<file path="config.mk">
export PLATFORM = sky130hd
export DESIGN_NAME = dac_serial_command_slave
export DESIGN_NICKNAME = d
export VERILOG_FILES = /design/src/hdl/dac_cmd_pkg.sv /design/src/hdl/dac_serial_command_slave.sv /design/src/hdl/sync2.sv
export SDC_FILE = /design/constraint.sdc
export NUM_CORES = 1
export LEC_CHECK = 0
export BUFFER_PORTS_ARGS = -buffer_cell sky130_fd_sc_hd__clkbuf_2
export CORE_ASPECT_RATIO = 0.6
export CORE_MARGIN = 3
export CORE_UTILIZATION = 57
export CTS_BUF_LIST = sky130_fd_sc_hd__clkbuf_2 sky130_fd_sc_hd__clkbuf_4 sky130_fd_sc_hd__clkbuf_8
export CTS_CLUSTER_DIAMETER = 120
export DETAILED_ROUTE_END_ITERATION = 6
export PLACE_DENSITY = 0.79
export SLEW_MARGIN = 20
export SYNTH_ARGS = -nofsm -noshare
export SYNTH_HDL_FRONTEND = slang
export SYNTH_SLANG_ARGS = --single-unit
export TNS_END_PERCENT = 1
</file>
<file path="constraint.sdc">
create_clock -name clk_i -period 2.45 [get_ports clk_i]
set_input_delay 0.3675 -clock clk_i [delete_from_list [all_inputs] [get_ports clk_i]]
set_output_delay 0.3675 -clock clk_i [all_outputs]
set_load 0.03 [all_outputs]
</file>
<file path="src/hdl/dac_cmd_pkg.sv">
// What this block does
// - Command 1100 loads holding and converter registers; output updates immediately.
// - Command 1101 loads only the holding register; converter register unchanged.
// - Command 1110 loads holding register, old holding value moves to converter.
// - Command 1111 copies holding into converter; data bits discarded.
// - Top command bits 10 request read-back; data ignored, converter value offered.
// - Top command bits 01 write data bits 11:10 into power-down select.
// - Power-down select: 00 normal, 01 floating, 10 1k, 11 100k to ground.
// - Read-direction address makes device drive converter register onto data line.
// - Data line turns around right after address acknowledge in a read.
// - Device sends first byte, waits for master acknowledge, then second byte.
// - As receiver, device pulls data low during ninth clock of each byte.
// - General call address is never acknowledged.
// - Only 7-bit addressing; ten-bit formats get no answer.
// - Address mismatch gates serial clock away from core logic.
// - Serial clock path restored only on a valid START condition.
// - Address: six upper bits from the control register (default ADDR_HI_DEF) plus strap pin as lowest bit.
// - Address byte lowest bit: 0 master writes, 1 master reads.
// - Registers update on falling serial clock edge during acknowledge.
// - Cut-short write leaves registers unchanged; master repeats write.
package dac_cmd_pkg;
    localparam int          VAL_W        = 12;
    localparam logic [5:0]  ADDR_HI_DEF  = 6'h04;
    localparam logic [6:0]  GEN_CALL     = 7'h00;
    localparam logic [4:0]  TEN_BIT_PFX  = 5'h1e;
    localparam logic [3:0]  CMD_LOAD_UPD = 4'hc;
    localparam logic [3:0]  CMD_LOAD_IN  = 4'hd;
    localparam logic [3:0]  CMD_LOAD_SWP = 4'he;
    localparam logic [3:0]  CMD_UPD      = 4'hf;
    localparam logic [1:0]  CMD_READ_TOP = 2'h2;
    localparam logic [1:0]  CMD_PD_TOP   = 2'h1;
    localparam logic [1:0]  PD_NORMAL    = 2'h0;
    localparam logic [1:0]  PD_FLOAT     = 2'h1;
    localparam logic [1:0]  PD_1K        = 2'h2;
    localparam logic [1:0]  PD_100K      = 2'h3;
    localparam logic [1:0]  PD_RESET     = 2'h3;
    localparam logic [3:0]  BIT_LAST     = 4'h7;
    localparam logic [3:0]  BIT_ACK      = 4'h8;
    // Avalon-MM register offsets (byte addresses)
    localparam logic [3:0]  OFS_CONV     = 4'h0;
    localparam logic [3:0]  OFS_HOLD     = 4'h4;
    localparam logic [3:0]  OFS_PD       = 4'h8;
    localparam logic [3:0]  OFS_CTRL     = 4'hc;
    localparam logic [31:0] BAD_DATA     = 32'hdead_beef;
endpackage : dac_cmd_pkg

</file>
<file path="src/hdl/dac_serial_command_slave.sv">
// Chosen here: the register offsets and the Avalon-MM register port.
`timescale 1ns/1ps
`default_nettype none
module dac_serial_command_slave
    import dac_cmd_pkg::*;
(
    input  wire logic        clk_i,
    input  wire logic        nrst_i,
    input  wire logic        scl_i,
    input  wire logic        sda_i,
    output logic             sda_o,
    output logic             sda_oe_n_o,
    input  wire logic        addr_sel_i,
    output logic [VAL_W-1:0] conv_value_o,
    output logic [1:0]       pwrdn_sel_o,
    output logic             out_float_o,
    output logic             out_1k_o,
    output logic             out_100k_o,
    input  wire logic [3:0]  avs_address,
    input  wire logic        avs_read,
    input  wire logic        avs_write,
    input  wire logic [31:0] avs_writedata,
    output logic [31:0]      avs_readdata,
    output logic             avs_waitrequest
);
    // ==========================================================
    // Pin synchronisers and edge detection
    logic [1:0] pin_s;
    sync2 #(.W(2)) u_sync (
        .clk_i  (clk_i),
        .nrst_i (nrst_i),
        .d_i    ({scl_i, sda_i}),
        .q_o    (pin_s)
    );
    logic scl_d_reg, sda_d_reg;
    always_ff @(posedge clk_i) begin
        if (!nrst_i) begin
            scl_d_reg <= 1'b1;
            sda_d_reg <= 1'b1;
        end else begin
            scl_d_reg <= pin_s[1];
            sda_d_reg <= pin_s[0];
        end
    end
    // Strap pin is asynchronous as well
    logic strap_s;
    sync2 #(.W(1)) u_sync_strap (
        .clk_i  (clk_i),
        .nrst_i (nrst_i),
        .d_i    (addr_sel_i),
        .q_o    (strap_s)
    );
    wire scl_rise = pin_s[1] & ~scl_d_reg;
    wire scl_fall = ~pin_s[1] & scl_d_reg;
    wire start_c  = pin_s[1] & scl_d_reg & sda_d_reg & ~pin_s[0];
    wire stop_c   = pin_s[1] & scl_d_reg & ~sda_d_reg & pin_s[0];

    // ==========================================================
    // Control register (software address override)
    logic [5:0] addr_hi_reg;

    // ==========================================================
    // Protocol state machine
    typedef enum logic [5:0] {
        ST_IDLE = 6'b000001,
        ST_ADDR = 6'b000010,
        ST_CMD  = 6'b000100,
        ST_DATA = 6'b001000,
        ST_TX   = 6'b010000,
        ST_GATE = 6'b100000
    } st_e;
    st_e        st_reg;
    logic [3:0] bit_reg;
    logic [7:0] sh_reg;
    logic       ack_reg, rd_byte_reg, rd_ack_ok_reg;
    logic [7:0] cmd_reg;
    logic [VAL_W-1:0] hold_reg, conv_reg;
    logic [1:0] pd_reg;
    wire  [7:0] sh_next = {sh_reg[6:0], pin_s[0]};
    wire  [6:0] my_addr = {addr_hi_reg, strap_s};

    function automatic logic addr_ok(input logic [7:0] b, input logic [6:0] a);
        addr_ok = (b[7:1] == a) && (b[7:1] != GEN_CALL)
                  && (b[7:3] != TEN_BIT_PFX);
    endfunction

    // Bit counter and shifter: bit 0..7 sampled on rising, 8 is acknowledge
    always_ff @(posedge clk_i) begin
        if (!nrst_i) begin
            bit_reg <= '0;
            sh_reg  <= '0;
        end else if (start_c) begin
            bit_reg <= '1;  // First fall after START is no data bit
        end else if (st_reg != ST_IDLE && st_reg != ST_GATE) begin
            if (scl_rise && bit_reg <= BIT_LAST)
                sh_reg <= sh_next;
            if (scl_fall)
                bit_reg <= (bit_reg == BIT_ACK) ? 4'h0 : bit_reg + 4'h1;
        end
    end

    // State and register updates
    always_ff @(posedge clk_i) begin
        if (!nrst_i) begin
            st_reg        <= ST_IDLE;
            ack_reg       <= 1'b0;
            rd_byte_reg   <= 1'b0;
            rd_ack_ok_reg <= 1'b0;
            cmd_reg       <= '0;
            hold_reg      <= '0;
            conv_reg      <= '0;
            pd_reg        <= PD_RESET;
        end else if (start_c) begin
            st_reg  <= ST_ADDR;
            ack_reg <= 1'b0;
        end else if (stop_c) begin
            st_reg  <= ST_IDLE;
            ack_reg <= 1'b0;
        end else if (scl_fall) begin
            case (st_reg)
                ST_ADDR: begin
                    if (bit_reg == BIT_LAST) begin
                        if (addr_ok(sh_reg, my_addr)) begin
                            ack_reg <= 1'b1;
                        end else begin
                            st_reg <= ST_GATE;
                        end
                    end else if (bit_reg == BIT_ACK) begin
                        ack_reg     <= 1'b0;
                        rd_byte_reg <= 1'b0;
                        st_reg      <= sh_reg[0] ? ST_TX : ST_CMD;
                    end
                end
                ST_CMD: begin
                    if (bit_reg == BIT_LAST) begin
                        ack_reg <= 1'b1;
                        cmd_reg <= sh_reg;
                    end else if (bit_reg == BIT_ACK) begin
                        ack_reg <= 1'b0;
                        st_reg  <= ST_DATA;
                    end
                end
                ST_DATA: begin
                    if (bit_reg == BIT_LAST) begin
                        ack_reg <= 1'b1;
                    end else if (bit_reg == BIT_ACK) begin
                        // Commit on falling edge of acknowledge clock
                        ack_reg <= 1'b0;
                        st_reg  <= ST_CMD;
                        case (cmd_reg[7:4])
                            CMD_LOAD_UPD: begin
                                hold_reg <= {cmd_reg[3:0], sh_reg};
                                conv_reg <= {cmd_reg[3:0], sh_reg};
                            end
                            CMD_LOAD_IN:  hold_reg <= {cmd_reg[3:0], sh_reg};
                            CMD_LOAD_SWP: begin
                                hold_reg <= {cmd_reg[3:0], sh_reg};
                                conv_reg <= hold_reg;
                            end
                            CMD_UPD:      conv_reg <= hold_reg;
                            default: begin
                                if (cmd_reg[7:6] == CMD_PD_TOP)
                                    pd_reg <= cmd_reg[3:2];
                                // Read request 10xx changes nothing
                            end
                        endcase
                    end
                end
                ST_TX: begin
                    if (bit_reg == BIT_LAST) begin
                        rd_ack_ok_reg <= 1'b1;
                    end else if (bit_reg == BIT_ACK) begin
                        rd_byte_reg <= ~rd_byte_reg;
                        if (!rd_ack_ok_reg || rd_byte_reg)
                            st_reg <= ST_GATE;
                    end
                end
                ST_IDLE, ST_GATE: ;
                default: st_reg <= ST_IDLE;
            endcase
        end else if (scl_rise && st_reg == ST_TX && bit_reg == BIT_ACK) begin
            rd_ack_ok_reg <= ~pin_s[0];
        end
    end

    // Transmit bit: first byte 0000 + value 11:8, then value 7:0
    wire [7:0] tx_byte = rd_byte_reg ? conv_reg[7:0]
                                     : {4'h0, conv_reg[VAL_W-1:8]};
    wire       tx_low  = (st_reg == ST_TX) && (bit_reg <= BIT_LAST)
                         && !tx_byte[3'(BIT_LAST - bit_reg)];

    // ==========================================================
    // Pin and output flops
    always_ff @(posedge clk_i) begin
        if (!nrst_i) begin
            sda_oe_n_o   <= 1'b1;
            sda_o        <= 1'b0;
            conv_value_o <= '0;
            pwrdn_sel_o  <= PD_RESET;
            out_float_o  <= 1'b0;
            out_1k_o     <= 1'b0;
            out_100k_o   <= 1'b1;
        end else begin
            sda_oe_n_o   <= ~(ack_reg | tx_low);
            sda_o        <= 1'b0;
            conv_value_o <= conv_reg;
            pwrdn_sel_o  <= pd_reg;
            out_float_o  <= (pd_reg == PD_FLOAT);
            out_1k_o     <= (pd_reg == PD_1K);
            out_100k_o   <= (pd_reg == PD_100K);
        end
    end

    // ==========================================================
    // Avalon-MM slave: one wait cycle on every access
    logic ack_bus_reg;
    wire  req = avs_read | avs_write;
    always_ff @(posedge clk_i) begin
        if (!nrst_i) begin
            ack_bus_reg     <= 1'b0;
            avs_waitrequest <= 1'b1;
            avs_readdata    <= '0;
            addr_hi_reg     <= ADDR_HI_DEF;
        end else begin
            ack_bus_reg     <= req & ~ack_bus_reg;
            avs_waitrequest <= ~(req & ~ack_bus_reg);
            if (req && !ack_bus_reg) begin
                if (avs_write && avs_address == OFS_CTRL)
                    addr_hi_reg <= avs_writedata[5:0];
                case (avs_address)
                    OFS_CONV: avs_readdata <= {20'h0_0000, conv_reg};
                    OFS_HOLD: avs_readdata <= {20'h0_0000, hold_reg};
                    OFS_PD:   avs_readdata <= {30'h0000_0000, pd_reg};
                    OFS_CTRL: avs_readdata <= {26'h000_0000, addr_hi_reg};
                    default:  avs_readdata <= BAD_DATA;
                endcase
            end
        end
    end
endmodule // dac_serial_command_slave
`default_nettype wire

</file>
<file path="src/hdl/sync2.sv">
`timescale 1ns/1ps
`default_nettype none
module sync2 #(
    parameter int W = 2
) (
    input  wire logic         clk_i,
    input  wire logic         nrst_i,
    input  wire logic [W-1:0] d_i,
    output logic      [W-1:0] q_o
);
    logic [W-1:0] meta_reg;
    always_ff @(posedge clk_i) begin
        if (!nrst_i) begin
            meta_reg <= '1;
            q_o      <= '1;
        end else begin
            meta_reg <= d_i;
            q_o      <= meta_reg;
        end
    end
endmodule // sync2
`default_nettype wire

</file>
==> impl_metrics.py <==
metrics = {
    "logic_synthesis": {
        "synth_area_um2": 4530,
        "synthCells": 459,
        "yosysSeqAreaShare_pct": 45.1,
        "syn_avg_cell_area_um2": 9.87,
        "synth_top_area_share_pct": 45.1,
        "synthTopCellsByArea": "dfxtp_1 (45%), mux2i_1 (13%), nor2_1 (5.4%)",
        "synth_enable_flop_cells": 0,
        "yosysTopAreaCell": "dfxtp_1",
        "yosysWarnings": 0,
        "ys_ff_latch": 102,
        "ys.flop_type": "dfxtp_1",
        "async_reset_ff_share_pct": 0,
        "ys_types": 56,
    },
    "sta": {
        "setup-tns-final_ns": 0,
        "skew_ns": 0.0115,
        "rsz0062_at_grt": "no",
        "fin_ws_ns": 0.278,
        "relSlewSlack_pct": 48.8,
        "tightest_slew_ns": 0.764,
        "timing.fmax_mhz": 460,
        "holdWs_ns": 0.184,
        "setup_viol": 0,
        "period_share_pct": 88.7,
        "finalHoldViolCount": 0,
        "drv_slew": 0,
        "fin_crit_ns": 2.17,
    },
    "power": {
        "fin_total_pwr_w": 0.00298,
        "power_leakage_nw": 2.14,
        "max-vdd-ir-drop_mv": 0.517,
        "power_density_nw_per_um2": 597,
    },
    "final_layout": {
        "num_antenna_cells": 0,
        "largest_register_ffs": 13,
        "area.growth.synth_to_final_pct": 10.1,
        "final_util_pct": 66.7,
        "drive_above_1_share_pct": 22.4,
        "final_nets": 550,
        "fill_cells": 605,
        "top_register": "avs_readdata",
    },
    "clock_network": {
        "cts.path.max_buffers": 2,
        "cts.sinks": 102,
        "h-tree-depth": 3,
        "cts.hold.buffers_added": 0,
        "clockRootBuffer": "clkbuf_8",
        "cts_buffers": 9,
        "postCtsSetupBuffers": 0,
        "cts_tree": "done",
        "clk_latency_ns": 0.37,
        "cts_resized": 0,
        "clk_pin_slew_ns": 0.09,
    },
    "drt": {
        "drt_first_iter_violations": 333,
        "final_antenna_net_count": 0,
        "post_drt_via_cell_ratio": 5.69,
        "first_pass_iters": 5,
        "post_drt_wl_per_cell_um": 17.1,
        "vias": 3486,
        "routed_wirelength_mm": 10.5,
        "remaining_drc_errors": 0,
    },
    "critical_path": {
        "startpoint_type": "flip-flop",
        "crit_chain": "inv_1 > ha_1 > and3b_1 > nand2_1 > buf_4 > a2111oi_4 > buf_4 > nor2_1 > a211oi_1",
        "crit_type": "flip-flop to flip-flop",
        "critPathMaxStageDelay_ns": 0.40,
        "cp_common_cell": "buf_4",
        "crit_path_top_delay_cell": "dfxtp_1",
        "crit_path_max_fanout": 24,
        "crit_required_ns": 2.72,
        "critPathBufInv": 3,
        "cp_top_family": "buffers and inverters",
        "cp_data_arrival_time_ns": 2.44,
        "crit_path_end_kind": "flip-flop",
    },
    "global_routing": {
        "grt_max_degree": 31,
        "grt_pass1_vias": 3226,
        "grt_pass1_wl_mm": 17.0,
        "grt-ovfl-total": 0,
        "grt.total_usage_pct": 24.3,
        "antenna_found_initial": 0,
    },
    "flow_run": {
        "maxCapViolCount": 0,
    },
    "floorplanning": {
        "rows": 24,
        "die_h_um": 75.1,
        "die_x_um": 121,
        "die_area_um2": 9090,
        "initial_core_util_pct": 60.6,
        "io_pins": 95,
        "coreArea_um2": 7480,
    },
    "status": {
        "status": "finished clean",
    },
    "placed_design": {
        "hpwl_mm": 7.73,
        "io_buffers": 61,
        "gp_congestion": 0.867,
        "pre_cts_ws_ns": 0.315,
    },
    "min_path": {
        "hold_path.class": "input pin to flip-flop",
    },
}
[cell usage after synthesis (2+ instances only)]
master / instances
mux4_2: 5
a211oi_1: 4
and3b_1: 2
and3_1: 2
xnor2_1: 6
nor2_1: 65
dfxtp_1: 102
nand2b_1: 13
a211o_1: 2
a221oi_1: 3
xor2_1: 3
a21boi_0: 2
nor2b_1: 3
inv_1: 8
nor3_1: 2
nand2_1: 30
buf_4: 23
and2_1: 13
nor4_2: 2
o21ai_0: 17
a31oi_1: 2
a211oi_2: 8
mux2i_1: 58
nand3b_1: 3
buf_6: 2
ha_1: 2
nand4b_1: 4
clkbuf_1: 17
nand3_1: 7
mux2_2: 4
a21oi_1: 12
o2111ai_1: 3
a22o_1: 6
o211ai_1: 2
[cell families after synthesis]
kind of cell	Yosys count	share of synthesized area [%]
AO/OA/AOI/OAI	74	13.0
multiplexers	67	16.3
other	1	0.0828
flip-flops	102	45.1
buffers and inverters	52	6.57
AND/OR/NAND/NOR	152	16.7
XOR/XNOR	9	1.74
adder cells (fa/ha/maj)	2	0.552
[metal layers]
| layer | GRT usage, % | vias to the layer above | share of wire (%) |
|---|---|---|---|
| li1 | - | 1676 | - |
| met1 | 35.8 | 1655 | 48 |
| met5 | 0 | - | 0 |
| met4 | 6.91 | 0 | 1.0 |
| met2 | 35.1 | 144 | 41 |
| met3 | 6.68 | 11 | 10 |
[power breakdown]
| part | switching (W) | internal [W] |
|---|---|---|
| logic | 0.000200 | 0.0000827 |
| clock network | 0.000539 | 0.000429 |
| registers | 0.0000347 | 0.00169 |
[layout by cell type (no fill, tap or decap), types with 5 or more instances in the layout]
master      n
buf_4      11
xnor2_1     6
mux2i_1    58
nand2b_1   13
a211oi_2    8
a21oi_1    12
dfxtp_1   102
clkbuf_8   11
nand2_1    30
and2_1     13
conb_1      7
nor2_1     65
o21ai_0    17
nand3_1     7
a22o_1      6
clkbuf_2   61
mux4_2      5
inv_1       8
[path summary, 6_finish.rpt]
| check | start | end | slack [ns] | depth (start not counted) |
|---|---|---|---|---|
| setup reg to reg | bit_reg[0]$_SDFFE_PN0P_ | conv_reg[11]$_SDFFE_PN0P_ | 0.28 | 9 |
| hold / removal | scl_i | u_sync.meta_reg[1]$_SDFF_PN1_ | 0.18 | 2 |
| setup / recovery | bit_reg[0]$_SDFFE_PN0P_ | conv_reg[11]$_SDFFE_PN0P_ | 0.28 | 9 |
| hold reg to reg | u_sync.meta_reg[1]$_SDFF_PN1_ | u_sync.q_o[1]$_SDFF_PN1_ | 0.41 | 1 |
[layout make-up]
class                   instances  area (um2)  area share (%)
well taps                     104         130            2.61
inverters                       9        33.8           0.678
multi-input cells             311        2210            44.4
clock inverters                 3        20.0           0.402
flip-flops and latches        102        2040            41.0
repair buffers                 72         388            7.78
clock buffers                  12         159            3.19
[per-stage QoR]
| stage | instances | cell area [um2] |
|---|---|---|
| detailed placement | 598 | 4810 |
| finish | 613 | 4990 |
| CTS | 613 | 4990 |
| floorplan | 465 | 4550 |
| global route | 613 | 4990 |
| global placement | 598 | 4810 |
Note: power is estimated with default switching activity, not from simulation.
